`src/rtl/afe_cfg_pkg.sv`:
```
// Purpose: Shared constants for the video front-end configuration bank
// Assumes: Register index = printed offset, byte address = 4 * index
// Notes: Slot numbers count from the first register of the bank
package afe_cfg_pkg;

  localparam int NUM_REGS = 10;
  localparam int NUM_CH = 3;
  localparam int CLK_PERIOD_NS = 10;

  // Register indices; byte address on the bus is four times these
  localparam logic [5:0] IDX_RED_OFFSET = 6'h09;
  localparam logic [5:0] IDX_GREEN_OFFSET = 6'h0A;
  localparam logic [5:0] IDX_BLUE_OFFSET = 6'h0B;
  localparam logic [5:0] IDX_OFFSET_DAC_CONFIG = 6'h0C;
  localparam logic [5:0] IDX_FRONT_END_BANDWIDTH = 6'h0D;
  localparam logic [5:0] IDX_LINE_PIXEL_COUNT_HIGH = 6'h0E;
  localparam logic [5:0] IDX_LINE_PIXEL_COUNT_LOW = 6'h0F;
  localparam logic [5:0] IDX_SAMPLE_PHASE = 6'h10;
  localparam logic [5:0] IDX_COAST_BEFORE = 6'h11;
  localparam logic [5:0] IDX_COAST_AFTER = 6'h12;

  // Slots in the storage array
  localparam logic [3:0] SLOT_RED = 4'h0;
  localparam logic [3:0] SLOT_DAC_CFG = 4'h3;
  localparam logic [3:0] SLOT_BW = 4'h4;
  localparam logic [3:0] SLOT_COUNT_HI = 4'h5;
  localparam logic [3:0] SLOT_COUNT_LO = 4'h6;
  localparam logic [3:0] SLOT_PHASE = 4'h7;
  localparam logic [3:0] SLOT_COAST_BEFORE = 4'h8;
  localparam logic [3:0] SLOT_COAST_AFTER = 4'h9;

  // Values after reset, slot 9 first
  localparam logic [NUM_REGS-1:0][7:0] REG_RESET = {
    8'h04, 8'h04, 8'h00, 8'h20, 8'h03, 8'h2E, 8'h00, 8'h80, 8'h80, 8'h80
  };

  // Field positions
  localparam int DAC_RANGE_BIT = 0;
  localparam int DAC_LSB_BASE = 2;
  localparam int BW_LSB = 1;
  localparam int PEAK_LSB = 4;
  localparam int COUNT_HI_BITS = 6;
  localparam int PHASE_BITS = 6;

  localparam logic [3:0] PEAK_MAX_CODE = 4'h2;
  localparam logic [13:0] LINE_COUNT_MIN = 14'h0200;
  localparam logic [7:0] OFFSET_MID = 8'h80;
  localparam logic [9:0] DAC_CODE_RESET = 10'h200;
  localparam logic [13:0] LINE_COUNT_RESET = 14'h0320;
  // Phase step, thousandths of a degree
  localparam int PHASE_STEP_MDEG = 5625;

  typedef enum logic {APB_IDLE, APB_ANSWER} apb_state_t;

endpackage : afe_cfg_pkg

```
`src/rtl/offset_path_if.sv`:
```
// Purpose: Carries offset settings to the DAC transfer logic and back
// Assumes: All signals on pclk
// Notes: Register side drives settings, path side drives codes
`timescale 1ns/1ps
interface offset_path_if;
  logic [2:0][7:0] offset;
  logic [2:0][1:0] dac_lsbs;
  logic auto_black_level_comp_en;
  logic clamp;
  logic ext_clamp;
  logic [2:0][9:0] dac_code;
  logic [2:0][7:0] digital_offset;

  modport regs (
    output offset, dac_lsbs, auto_black_level_comp_en, clamp, ext_clamp,
    input dac_code, digital_offset
  );
  modport path (
    input offset, dac_lsbs, auto_black_level_comp_en, clamp, ext_clamp,
    output dac_code, digital_offset
  );
endinterface : offset_path_if

```
`src/rtl/offset_dac_xfer.sv`:
```
// Purpose: Forms per-channel DAC codes and digital offsets
// Assumes: Clamp input synchronous to pclk
// Notes: DAC codes move only on clamp events
`timescale 1ns/1ps
module offset_dac_xfer (
  input wire logic pclk, // Bus clock
  input wire logic presetn, // Async reset, active low
  input wire logic clk_en, // Freezes state when low
  offset_path_if.path bus // Settings in, codes out
);
  import afe_cfg_pkg::*;

  logic clamp_d_r;
  wire logic clamp_lead = bus.clamp & ~clamp_d_r;
  // External clamp updates only on its leading edge
  wire logic xfer = bus.ext_clamp ? clamp_lead : bus.clamp;

  always_ff @(posedge pclk or negedge presetn) begin
    if (!presetn) begin
      clamp_d_r <= 1'b0;
    end else if (clk_en) begin
      clamp_d_r <= bus.clamp;
    end
  end

  genvar ch;
  generate
    for (ch = 0; ch < NUM_CH; ch++) begin : g_ch
      logic [9:0] dac_r;
      logic [7:0] dig_r;
      // Eight offset bits above the two low DAC bits
      wire logic [9:0] dac_nxt = {bus.offset[ch], bus.dac_lsbs[ch]};
      // Two's complement view: 0x00 -> -128, 0x80 -> 0, 0xFF -> +127
      wire logic [7:0] dig_nxt = bus.auto_black_level_comp_en ? (bus.offset[ch] ^ OFFSET_MID)
                                             : 8'h00;
      always_ff @(posedge pclk or negedge presetn) begin
        if (!presetn) begin
          dac_r <= DAC_CODE_RESET;
          dig_r <= 8'h00;
        end else if (clk_en) begin
          if (xfer && !bus.auto_black_level_comp_en) begin
            dac_r <= dac_nxt;
          end
          dig_r <= dig_nxt;
        end
      end
      assign bus.dac_code[ch] = dac_r;
      assign bus.digital_offset[ch] = dig_r;
    end
  endgenerate

endmodule : offset_dac_xfer

```
`src/rtl/video_afe_offset_pll_config_regs.sv`:
```
// Purpose: APB register bank for offset, bandwidth and PLL settings
// Assumes: APB4 master, all inputs synchronous to pclk
// Notes: Every access takes one wait state
//
// Overview of operation
// - AUTO_BLACK_LEVEL_COMP on: offset register is digital offset
// - AUTO_BLACK_LEVEL_COMP off: offset drives upper DAC bits
// - 0x00 min, 0x80 mid, 0xFF max
// - Range bit picks half or quarter span
// - DAC config holds two low bits per channel
// - Bandwidth bits 3:1 pick lowpass corner
// - Peaking codes 0,1,2; above two discouraged
// - Line count fourteen bits, high six, low eight
// - PLL count changes only on low write
// - Six-bit phase, 64 steps per pixel
// - Pre-coast lines before vertical sync
// - Post-coast lines after vertical sync
// - Registers load documented values at reset
// - DAC codes move at clamp pulse
`timescale 1ns/1ps
module video_afe_offset_pll_config_regs (
  input wire logic pclk, // Bus clock, 100 MHz
  input wire logic presetn, // Async reset, active low
  input wire logic clk_en, // Freezes all state when low
  input wire logic psel, // APB select
  input wire logic penable, // APB access phase
  input wire logic pwrite, // APB direction, high for write
  input wire logic [7:0] paddr, // APB byte address
  input wire logic [31:0] pwdata, // APB write data
  input wire logic [3:0] pstrb, // APB byte strobes
  input wire logic auto_black_level_comp, // Black level loop on
  input wire logic clamp_pulse, // Clamp timing level
  input wire logic ext_clamp_sel, // Clamp comes from outside
  output logic [31:0] prdata, // APB read data
  output logic pready, // APB ready
  output logic pslverr, // APB error
  output logic [2:0][9:0] dac_code, // Offset DAC codes, red first
  output logic [2:0][7:0] digital_offset, // Signed digital offsets
  output logic dac_range_quarter, // DAC span quarter scale
  output logic [2:0] front_end_lowpass_corner, // Lowpass corner code
  output logic [3:0] peaking_code, // Peaking code
  output logic peaking_unsupported, // Peaking above two
  output logic [13:0] line_pixel_count, // Count to the PLL
  output logic line_count_too_small, // PLL count below minimum
  output logic [5:0] sample_phase_code, // Sampling phase step
  output logic [7:0] coast_before_lines, // Pre-coast lines
  output logic [7:0] coast_after_lines // Post-coast lines
);
  import afe_cfg_pkg::*;

  // Maps a byte address to a storage slot; bit 4 is the hit flag
  function automatic logic [4:0] slot_of(input logic [7:0] addr);
    logic [5:0] idx;
    logic [5:0] rel;
    idx = addr[7:2];
    rel = idx - IDX_RED_OFFSET;
    if (addr[1:0] == 2'b00 && idx >= IDX_RED_OFFSET &&
        idx <= IDX_COAST_AFTER) begin
      slot_of = {1'b1, rel[3:0]};
    end else begin
      slot_of = 5'h00;
    end
  endfunction : slot_of

  apb_state_t state_r;
  apb_state_t state_nxt;
  logic [7:0] regs_r [NUM_REGS];
  logic [31:0] prdata_r;
  logic pready_r;
  logic pslverr_r;
  logic [13:0] pll_count_r;
  logic range_r;
  logic [2:0] corner_r;
  logic [3:0] peak_r;
  logic peak_bad_r;
  logic count_small_r;
  logic [5:0] phase_r;
  logic [7:0] coast_before_r;
  logic [7:0] coast_after_r;

  // Bus decode
  wire logic access = psel & penable;
  wire logic [4:0] dec = slot_of(paddr);
  wire logic hit = dec[4];
  wire logic [3:0] slot = dec[3:0];
  // Write lands only at the completing edge, bad addresses are ignored
  wire logic done = access & pready_r;
  wire logic wr_fire = done & pwrite & hit & pstrb[0];
  wire logic [7:0] wbyte = pwdata[7:0];
  wire logic rd_hit_word = hit;
  wire logic [7:0] rd_byte = rd_hit_word ? regs_r[slot] : 8'h00;
  wire logic [31:0] rd_word = {24'h000000, rd_byte};

  always_comb begin
    state_nxt = state_r;
    unique case (state_r)
      APB_IDLE: begin
        if (access) begin
          state_nxt = APB_ANSWER;
        end
      end
      APB_ANSWER: begin
        if (done) begin
          state_nxt = APB_IDLE;
        end
      end
    endcase
  end

  always_ff @(posedge pclk or negedge presetn) begin
    if (!presetn) begin
      state_r <= APB_IDLE;
    end else if (clk_en) begin
      state_r <= state_nxt;
    end
  end

  // Ready rises one cycle into the access phase and drops after it
  wire logic answer_start = (state_r == APB_IDLE) & access;

  always_ff @(posedge pclk or negedge presetn) begin
    if (!presetn) begin
      pready_r <= 1'b0;
      pslverr_r <= 1'b0;
      prdata_r <= 32'h00000000;
    end else if (clk_en) begin
      pready_r <= answer_start;
      if (answer_start) begin
        pslverr_r <= ~hit;
        prdata_r <= pwrite ? 32'h00000000 : rd_word;
      end else if (done) begin
        pslverr_r <= 1'b0;
        prdata_r <= 32'h00000000;
      end
    end
  end

  // Storage: every byte keeps what software wrote, reserved bits too
  genvar s;
  generate
    for (s = 0; s < NUM_REGS; s++) begin : g_reg
      always_ff @(posedge pclk or negedge presetn) begin
        if (!presetn) begin
          regs_r[s] <= REG_RESET[s];
        end else if (clk_en && wr_fire && slot == 4'(s)) begin
          regs_r[s] <= wbyte;
        end
      end
    end
  endgenerate

  // The high byte sits in its slot until the low byte is written
  wire logic low_write = wr_fire & (slot == SLOT_COUNT_LO);
  wire logic [COUNT_HI_BITS-1:0] count_hi =
    regs_r[SLOT_COUNT_HI][COUNT_HI_BITS-1:0];
  wire logic [13:0] count_nxt = {count_hi, wbyte};

  always_ff @(posedge pclk or negedge presetn) begin
    if (!presetn) begin
      pll_count_r <= LINE_COUNT_RESET;
    end else if (clk_en && low_write) begin
      pll_count_r <= count_nxt;
    end
  end

  // Flag only: the PLL is not protected from a too small count
  always_ff @(posedge pclk or negedge presetn) begin
    if (!presetn) begin
      count_small_r <= 1'b0;
    end else if (clk_en) begin
      count_small_r <= pll_count_r < LINE_COUNT_MIN;
    end
  end

  // Field extraction
  wire logic [7:0] dac_cfg = regs_r[SLOT_DAC_CFG];
  wire logic [7:0] bw_reg = regs_r[SLOT_BW];
  wire logic range_nxt = dac_cfg[DAC_RANGE_BIT];
  wire logic [2:0] corner_nxt = bw_reg[BW_LSB +: 3];
  wire logic [3:0] peak_nxt = bw_reg[PEAK_LSB +: 4];
  wire logic [5:0] phase_nxt = regs_r[SLOT_PHASE][PHASE_BITS-1:0];

  // Range: low = half scale, about one converter step per DAC step
  always_ff @(posedge pclk or negedge presetn) begin
    if (!presetn) begin
      range_r <= 1'b0;
    end else if (clk_en) begin
      range_r <= range_nxt;
    end
  end

  // 000b is the slowest corner, 111b the fastest
  always_ff @(posedge pclk or negedge presetn) begin
    if (!presetn) begin
      corner_r <= REG_RESET[SLOT_BW][BW_LSB +: 3];
    end else if (clk_en) begin
      corner_r <= corner_nxt;
    end
  end

  // Codes above two are passed through; software should avoid them
  always_ff @(posedge pclk or negedge presetn) begin
    if (!presetn) begin
      peak_r <= PEAK_MAX_CODE;
      peak_bad_r <= 1'b0;
    end else if (clk_en) begin
      peak_r <= peak_nxt;
      peak_bad_r <= peak_nxt > PEAK_MAX_CODE;
    end
  end

  // One step is a sixty-fourth of the pixel period
  always_ff @(posedge pclk or negedge presetn) begin
    if (!presetn) begin
      phase_r <= 6'h00;
    end else if (clk_en) begin
      phase_r <= phase_nxt;
    end
  end

  always_ff @(posedge pclk or negedge presetn) begin
    if (!presetn) begin
      coast_before_r <= REG_RESET[SLOT_COAST_BEFORE];
      coast_after_r <= REG_RESET[SLOT_COAST_AFTER];
    end else if (clk_en) begin
      coast_before_r <= regs_r[SLOT_COAST_BEFORE];
      coast_after_r <= regs_r[SLOT_COAST_AFTER];
    end
  end

  // Offset path
  offset_path_if opath ();

  genvar c;
  generate
    for (c = 0; c < NUM_CH; c++) begin : g_off
      assign opath.offset[c] = regs_r[4'(c) + SLOT_RED];
      assign opath.dac_lsbs[c] = dac_cfg[DAC_LSB_BASE + 2 * c +: 2];
    end
  endgenerate

  assign opath.auto_black_level_comp_en = auto_black_level_comp;
  assign opath.clamp = clamp_pulse;
  assign opath.ext_clamp = ext_clamp_sel;

  offset_dac_xfer u_xfer (
    .pclk(pclk),
    .presetn(presetn),
    .clk_en(clk_en),
    .bus(opath.path)
  );

  // Outputs, each straight from a flip-flop
  assign prdata = prdata_r;
  assign pready = pready_r;
  assign pslverr = pslverr_r;
  assign dac_code = opath.dac_code;
  assign digital_offset = opath.digital_offset;
  assign dac_range_quarter = range_r;
  assign front_end_lowpass_corner = corner_r;
  assign peaking_code = peak_r;
  assign peaking_unsupported = peak_bad_r;
  assign line_pixel_count = pll_count_r;
  assign line_count_too_small = count_small_r;
  assign sample_phase_code = phase_r;
  assign coast_before_lines = coast_before_r;
  assign coast_after_lines = coast_after_r;

endmodule : video_afe_offset_pll_config_regs

```
`config.mk`:
```
export PLATFORM = sky130hd
export DESIGN_NAME = video_afe_offset_pll_config_regs
export DESIGN_NICKNAME = d
export VERILOG_FILES = /design/src/rtl/afe_cfg_pkg.sv /design/src/rtl/offset_path_if.sv /design/src/rtl/offset_dac_xfer.sv /design/src/rtl/video_afe_offset_pll_config_regs.sv
export SDC_FILE = /design/constraint.sdc
export NUM_CORES = 1
export LEC_CHECK = 0
export ABC_AREA = 1
export BUFFER_PORTS_ARGS = -buffer_cell sky130_fd_sc_hd__buf_4
export CAP_MARGIN = 20
export CORE_ASPECT_RATIO = 1.25
export CORE_UTILIZATION = 49
export DETAILED_ROUTE_END_ITERATION = 10
export GPL_TIMING_DRIVEN = 1
export PLACE_DENSITY_LB_ADDON = 0.15
export SLEW_MARGIN = 20
export SYNTH_ARGS = -nofsm -noshare
export SYNTH_HDL_FRONTEND = slang
export SYNTH_SLANG_ARGS = --single-unit
```
`constraint.sdc`:
```
create_clock -name pclk -period 1.8 [get_ports pclk]
set_input_delay 0.18 -clock pclk [delete_from_list [all_inputs] [get_ports pclk]]
set_output_delay 0.18 -clock pclk [all_outputs]
set_load 0.01 [all_outputs]
```
# Yosys cells after proc, flatten, opt, wreduce, memory -nomap -nowiden
# Index checks and enable logic that the tools add are counted.
dict set report totals {
  ff_bits 216
  in_bits 53
  elab_cells 98
}
dict set report classes {
  add_sub_neg 1
  magnitude_cmp 5
  eq_ne 9
  muxes 17
  bitwise 15
  n_reduce_logical 21
}
# op n
set op_table {}
lappend op_table {{$mux W32} 2}
lappend op_table {{$mux W8} 7}
lappend op_table {{$bmux W8 S4} 1}
lappend op_table {{$eq A4 B3 Y1 const B} 4}
lappend op_table {{$logic_and A1 B1 Y1} 15}
lappend op_table {{$lt A14 B10 Y1 const B} 1}
lappend op_table {{$and A1 B1 Y1} 8}
lappend op_table {{$eq A4 B2 Y1 const B} 2}
lappend op_table {{$eq A4 B4 Y1 const B} 2}
lappend op_table {{$ge A6 B4 Y1 const B} 1}
lappend op_table {{$le A6 B5 Y1 const B} 1}
lappend op_table {{$not A1 Y1} 6}
lappend op_table {{$ge A5 B5 Y1 const B} 1}
lappend op_table {{$mux W1} 5}
lappend op_table {{$mux W5} 1}
lappend op_table {{$not A4 Y5} 1}
lappend op_table {{$eq A4 B1 Y1 const B} 1}
lappend op_table {{$gt A4 B2 Y1 const B} 1}
lappend op_table {{$logic_not A4 Y1} 1}
lappend op_table {{$reduce_and A2 Y1} 2}
lappend op_table {{$sub A4 B4 Y4 const B} 1}
lappend op_table {{$logic_not A2 Y1} 1}
lappend op_table {{$pmux W1 S2} 1}
lappend op_table {{$reduce_bool A2 Y1} 1}
lappend op_table {{$logic_not A1 Y1} 1}

# Depth between registers and ports, before layout
dict set report logic_depth {
  word_depth 11
  depth_mapped 16
}

# By module
# A second synthesis with hierarchy kept.
dict set report unflattened {
  cells_unflattened 1096
  hier_area_um2 8949.8
}
# module n_inst cells_per_inst area_per_inst_um2
set modules_own_cells {}
lappend modules_own_cells {video_afe_offset_pll_config_regs 1 855 6701.4}
lappend modules_own_cells {offset_dac_xfer 1 241 2248.4}

# Worst setup path before layout
# No wires, ideal clock.
dict set report synth_path {
  path_type {input to register}
  startpoint {input paddr[2]}
  endpoint {register regs_r (netlist bit count_hi[5])}
  setup_ps 126
  t_arrival_ps 2140
  setup_slack_ps -466
  path_stages 16
  path_cell_list {inv_2 clkbuf_1 ha_1 inv_1 nand2_1 nand2_1 a21oi_4 nand2_4 nor2_4 inv_2 nor2_2 buf_2 nand2_2 buf_2 nand2_1 o21ai_1}
}
dict set report synth_between {
  elab_chain_len 8
}
# element line_no
set synth_rtl {}
lappend synth_rtl {{start, declared} video_afe_offset_pll_config_regs.sv:28} ;# input wire logic [7:0] paddr,
lappend synth_rtl {{$ge A6 B4 Y1} video_afe_offset_pll_config_regs.sv:57} ;# if (addr[1:0] == 2'b00 && idx >= IDX_RED_OFFSET &&
lappend synth_rtl {{$logic_and A1 B1 Y1 (2 in a row)} video_afe_offset_pll_config_regs.sv:57}
lappend synth_rtl {{$mux W5 (*)} video_afe_offset_pll_config_regs.sv:57}
lappend synth_rtl {{$and A1 B1 Y1 (2 in a row)} video_afe_offset_pll_config_regs.sv:88} ;# wire logic wr_fire = done & pwrite & hit & pstrb[0];
lappend synth_rtl {{$logic_and A1 B1 Y1} video_afe_offset_pll_config_regs.sv:145} ;# end else if (clk_en && wr_fire && slot == 4'(s)) begin
lappend synth_rtl {{$logic_and A1 B1 Y1 (*)} video_afe_offset_pll_config_regs.sv:145}
lappend synth_rtl {{end signal, assigned by index} video_afe_offset_pll_config_regs.sv:144} ;# regs_r[s] <= REG_RESET[s];
lappend synth_rtl {{end signal, assigned by index} video_afe_offset_pll_config_regs.sv:146} ;# regs_r[s] <= wbyte;
lappend synth_rtl {{end, declared} video_afe_offset_pll_config_regs.sv:67} ;# logic [7:0] regs_r [NUM_REGS];
# Every way passes the cells marked *; elsewhere a longest branch is shown, timed or not.
# A chain may end at the register's enable or synchronous reset.

# Worst setup path after layout
dict set report layout_path {
  startpoint {register pready_r, in the netlist pready}
  endpoint {register pll_count_r[12], in the netlist line_pixel_count[12]}
}
dict set report layout_between {
  elab_chain_len 6
}
# element line_no
set layout_rtl {}
lappend layout_rtl {{start, declared} video_afe_offset_pll_config_regs.sv:69} ;# logic pready_r;
lappend layout_rtl {{start signal, assigned} video_afe_offset_pll_config_regs.sv:127} ;# pready_r <= answer_start;
lappend layout_rtl {{$and A1 B1 Y1} video_afe_offset_pll_config_regs.sv:87} ;# wire logic done = access & pready_r;
lappend layout_rtl {{$and A1 B1 Y1 (3 in a row)} video_afe_offset_pll_config_regs.sv:88}
lappend layout_rtl {{$and A1 B1 Y1} video_afe_offset_pll_config_regs.sv:153} ;# wire logic low_write = wr_fire & (slot == SLOT_COUNT_LO);
lappend layout_rtl {{$logic_and A1 B1 Y1} video_afe_offset_pll_config_regs.sv:161} ;# end else if (clk_en && low_write) begin
lappend layout_rtl {{end signal, assigned} video_afe_offset_pll_config_regs.sv:162} ;# pll_count_r <= count_nxt;
lappend layout_rtl {{end, declared} video_afe_offset_pll_config_regs.sv:71} ;# logic [13:0] pll_count_r;
# No other way between the ends.

==> results.py <==
metrics = {
    "critical_path": {
        "critPathLaunchType": "register",
        "worstPathArrival_ns": 2.00,
        "end_kind": "register",
        "reg2reg_setup_slack_ns": 0.12,
        "path_cells": "inv_2, nor3_2, buf_4, nand3_4, buf_6, nor3_4, nand2_4, buf_8, nand2_2, o21ai_1",
        "crit_family": "simple AND/OR/NAND/NOR gates",
        "crit_buf_inv": 4,
        "max_stage_delay_ns": 0.36,
        "cp.required_ns": 2.12,
        "path_max_fanout": 6,
        "worst-setup-path-type": "reg2reg",
        "slowest_stage": "dfrtp_1",
    },
    "cts": {
        "path_clk_slew_ns": 0.07,
        "clock-root-buffer": "clkbuf_16",
        "cts_sinks": 192,
        "ctsLongestPathBuffers": 2,
        "clk-insertion-delay-late_ns": 0.44,
        "cts_tree": "yes",
        "cts_htree_levels": 4,
        "postCtsSetupBuffers": 0,
        "cts_buffers": 17,
    },
    "placed_design": {
        "io_buffers": 135,
        "gp_congestion": 0.883,
        "post-dp-hpwl_mm": 15.7,
        "dp_cells": 1385,
        "place_area_um2": 10100,
    },
    "die": {
        "core_um2": 17000,
        "die_area_um2": 18000,
        "rows": 53,
        "start_util_pct": 50.4,
        "die_w_um": 120,
        "pin_count": 187,
        "die_y_um": 150,
    },
    "final_layout": {
        "utilization_pct": 64.4,
        "largest_reg_flops": 30,
        "nets": 1252,
        "layout_commonest_cell": "nand2_1",
        "syn_to_final_growth_pct": 27.7,
        "finish.instance_area_um2": 10900,
        "layout.cells.non_filler": 1429,
        "antenna_cells": 0,
        "top_regs": "u_xfer.g_ch.dac_r: 30 flops, regs_r: 28 flops",
        "final_cell_mix": "nand2_1, buf_4, dfrtp_1",
        "regMostFlops": "u_xfer.g_ch.dac_r",
        "fillers": 1520,
        "final_layout_size_suffix_gt1_share_pct": 24.1,
    },
    "pwr": {
        "pwr-share-comb_pct": 9.9,
        "p_int_w": 0.00678,
        "ir_drop_uv": 568,
        "powerDensity_nw_per_um2": 833,
        "power_switching_w": 0.00233,
        "p_clk_share_pct": 40.5,
        "power.leakage_nw": 5.49,
        "switching_share_pct": 25.6,
        "seq_power_share_pct": 49.6,
        "power.total_w": 0.00910,
    },
    "outcome": {
        "outcome": "completed",
    },
    "timing": {
        "rsz0062_at_grt": "true",
        "clock.fmax_ghz": 0.595,
        "final-setup-viol-count": 0,
        "report.final.slew_viol_count": 0,
        "finClkSkew_ns": 0.00810,
        "tightestPinTransition_ns": 0.700,
        "maxSlewHeadroom_pct": 53.3,
        "hold_viol_final": 0,
        "min_period_over_period_pct": 93.3,
        "period_minus_slack_ns": 1.68,
    },
    "synth": {
        "synth_seq_cells": 192,
        "avgSynthCellArea_um2": 8.33,
        "synth_seq_area_share_pct": 56.5,
        "synthFlopType": "dfrtp_1",
        "synth_edf_count": 0,
        "ys_types": 29,
        "async_reset_ff_share_pct": 100,
        "ys_warn_count": 0,
        "synthesis.area_um2": 8560,
        "netlist_instances": 1028,
    },
    "detailed_routing": {
        "wl_per_cell_um": 15.7,
        "drcViolationCount": 0,
        "drt_iter0_drc": 467,
        "firstDrtPassIters": 5,
        "routed_wirelength_mm": 22.4,
        "vias": 7235,
        "ant_nets": 0,
        "via_per_inst": 5.06,
    },
    "grt": {
        "grt_antenna_before_repair": 0,
        "grt_pass1_wl_mm": 36.3,
        "grt_max_degree": 71,
        "grt_usage_pct": 26.4,
        "grt_overflow": 0,
        "grt_pass1_vias": 6986,
    },
    "run": {
        "maxCapViolations": 0,
    },
    "min_path": {
        "hold_path_class": "in2reg",
    },
}
==> power groups by stage <==
stage	registers (W)	logic [W]	clock network (W)
finish	0.00452	0.000900	0.00369
global placement	0.00460	0.000871	0
global route	0.00453	0.000997	0.00392
floorplan	0.00462	0.000397	0
detailed placement	0.00460	0.000886	0
CTS	0.00452	0.000909	0.00376
==> stage by stage <==
stage | TNS, ns | hold WS (ns) | setup slack, ns
after floorplan | -7.00 | -0.116 | -0.128
after global placement | -15.28 | 0.171 | -0.230
after detailed placement | -20.40 | 0.170 | -0.296
after CTS | 0 | 0.202 | 0.0117
after global routing | -0.127 | 0.242 | -0.0214
final | 0 | 0.215 | 0.120
==> layout make-up <==
cell class	count	area, um^2	share of cell area [%]
Tap cell	220	275	2.52
Clock inverter	12	125	1.14
Timing Repair Buffer	200	1640	15.0
Sequential cell	192	4830	44.2
Clock buffer	20	447	4.09
Timing Repair inverter	1	5.00	0.0458
Multi-Input combinational cell	689	3220	29.5
Inverter	95	383	3.50
==> worst reg2reg max path: cells and delay by family, from the launching register on <==
family                 cells  cell delay [ns]
DFF                        1             0.36
AOI/OAI and AO/OA          1             0.05
and+or+nand+nor            5             0.63
buffers and inverters      4             0.52
==> metal layers <==
layer	GRT usage [%]	share of wire (%)	up-vias
li1	-	-	3565
met2	43.8	50	201
met3	4.23	4.3	37
met1	35.0	44	3432
met4	9.63	2.5	0
met5	0	0	-
==> timing repair <==
action                                  CTS  global route
hold buffers                             10             0
hold endpoints to repair                 58             0
pin swaps                                 0             3
gates resized for setup                   7            24
endpoints found under the setup margin   51            90
gates cloned                              0             2
==> logic make-up (layout without fill, tap and decap cells) <==
logic type               Yosys count  count (layout)  synth area share [%]
AND/OR/NAND/NOR                  490             490                  23.9
flip-flops                       192             192                  56.5
AO/OA/AOI/OAI                    170             170                  10.3
buffers and inverters            170             328                  8.64
adder cells (fa/ha/maj)            3               3                 0.438
XOR/XNOR                           2               2                 0.205
other                              1              24                0.0438
==> Yosys cell counts, types with 3 or more instances <==
library cell  number  share of area (%)
nand2_2            4               0.29
o21ai_1           56                3.3
inv_2              5               0.22
o21bai_1           8               0.70
buf_2              9               0.53
a21oi_1            4               0.23
nor2_1            17               0.75
nor3_2             4               0.47
nand2_1          399                 17
nand4_1           41                3.0
dfrtp_1          168                 49
ha_1               3               0.44
clkbuf_1          37                1.6
buf_4             24                2.1
nand3_1           17               0.99
o21ai_0          100                5.8
dfstp_2           24                7.4
buf_1              5               0.22
inv_1             90                3.9
==> path summary, 6_finish.rpt <==
kind	end	startpoint	cells past startpoint
max in group asynchronous	regs_r[10]	presetn	3
worst min register to register	line_pixel_count[8]	line_pixel_count[8]	2
min in group asynchronous	line_pixel_count[7]	presetn	2
worst min-delay path	coast_before_lines[2]	clk_en	4
worst max register to register	line_pixel_count[12]	pready	10
worst max-delay path	line_pixel_count[12]	pready	10
No activity file was read; power rests on OpenSTA's default activity.
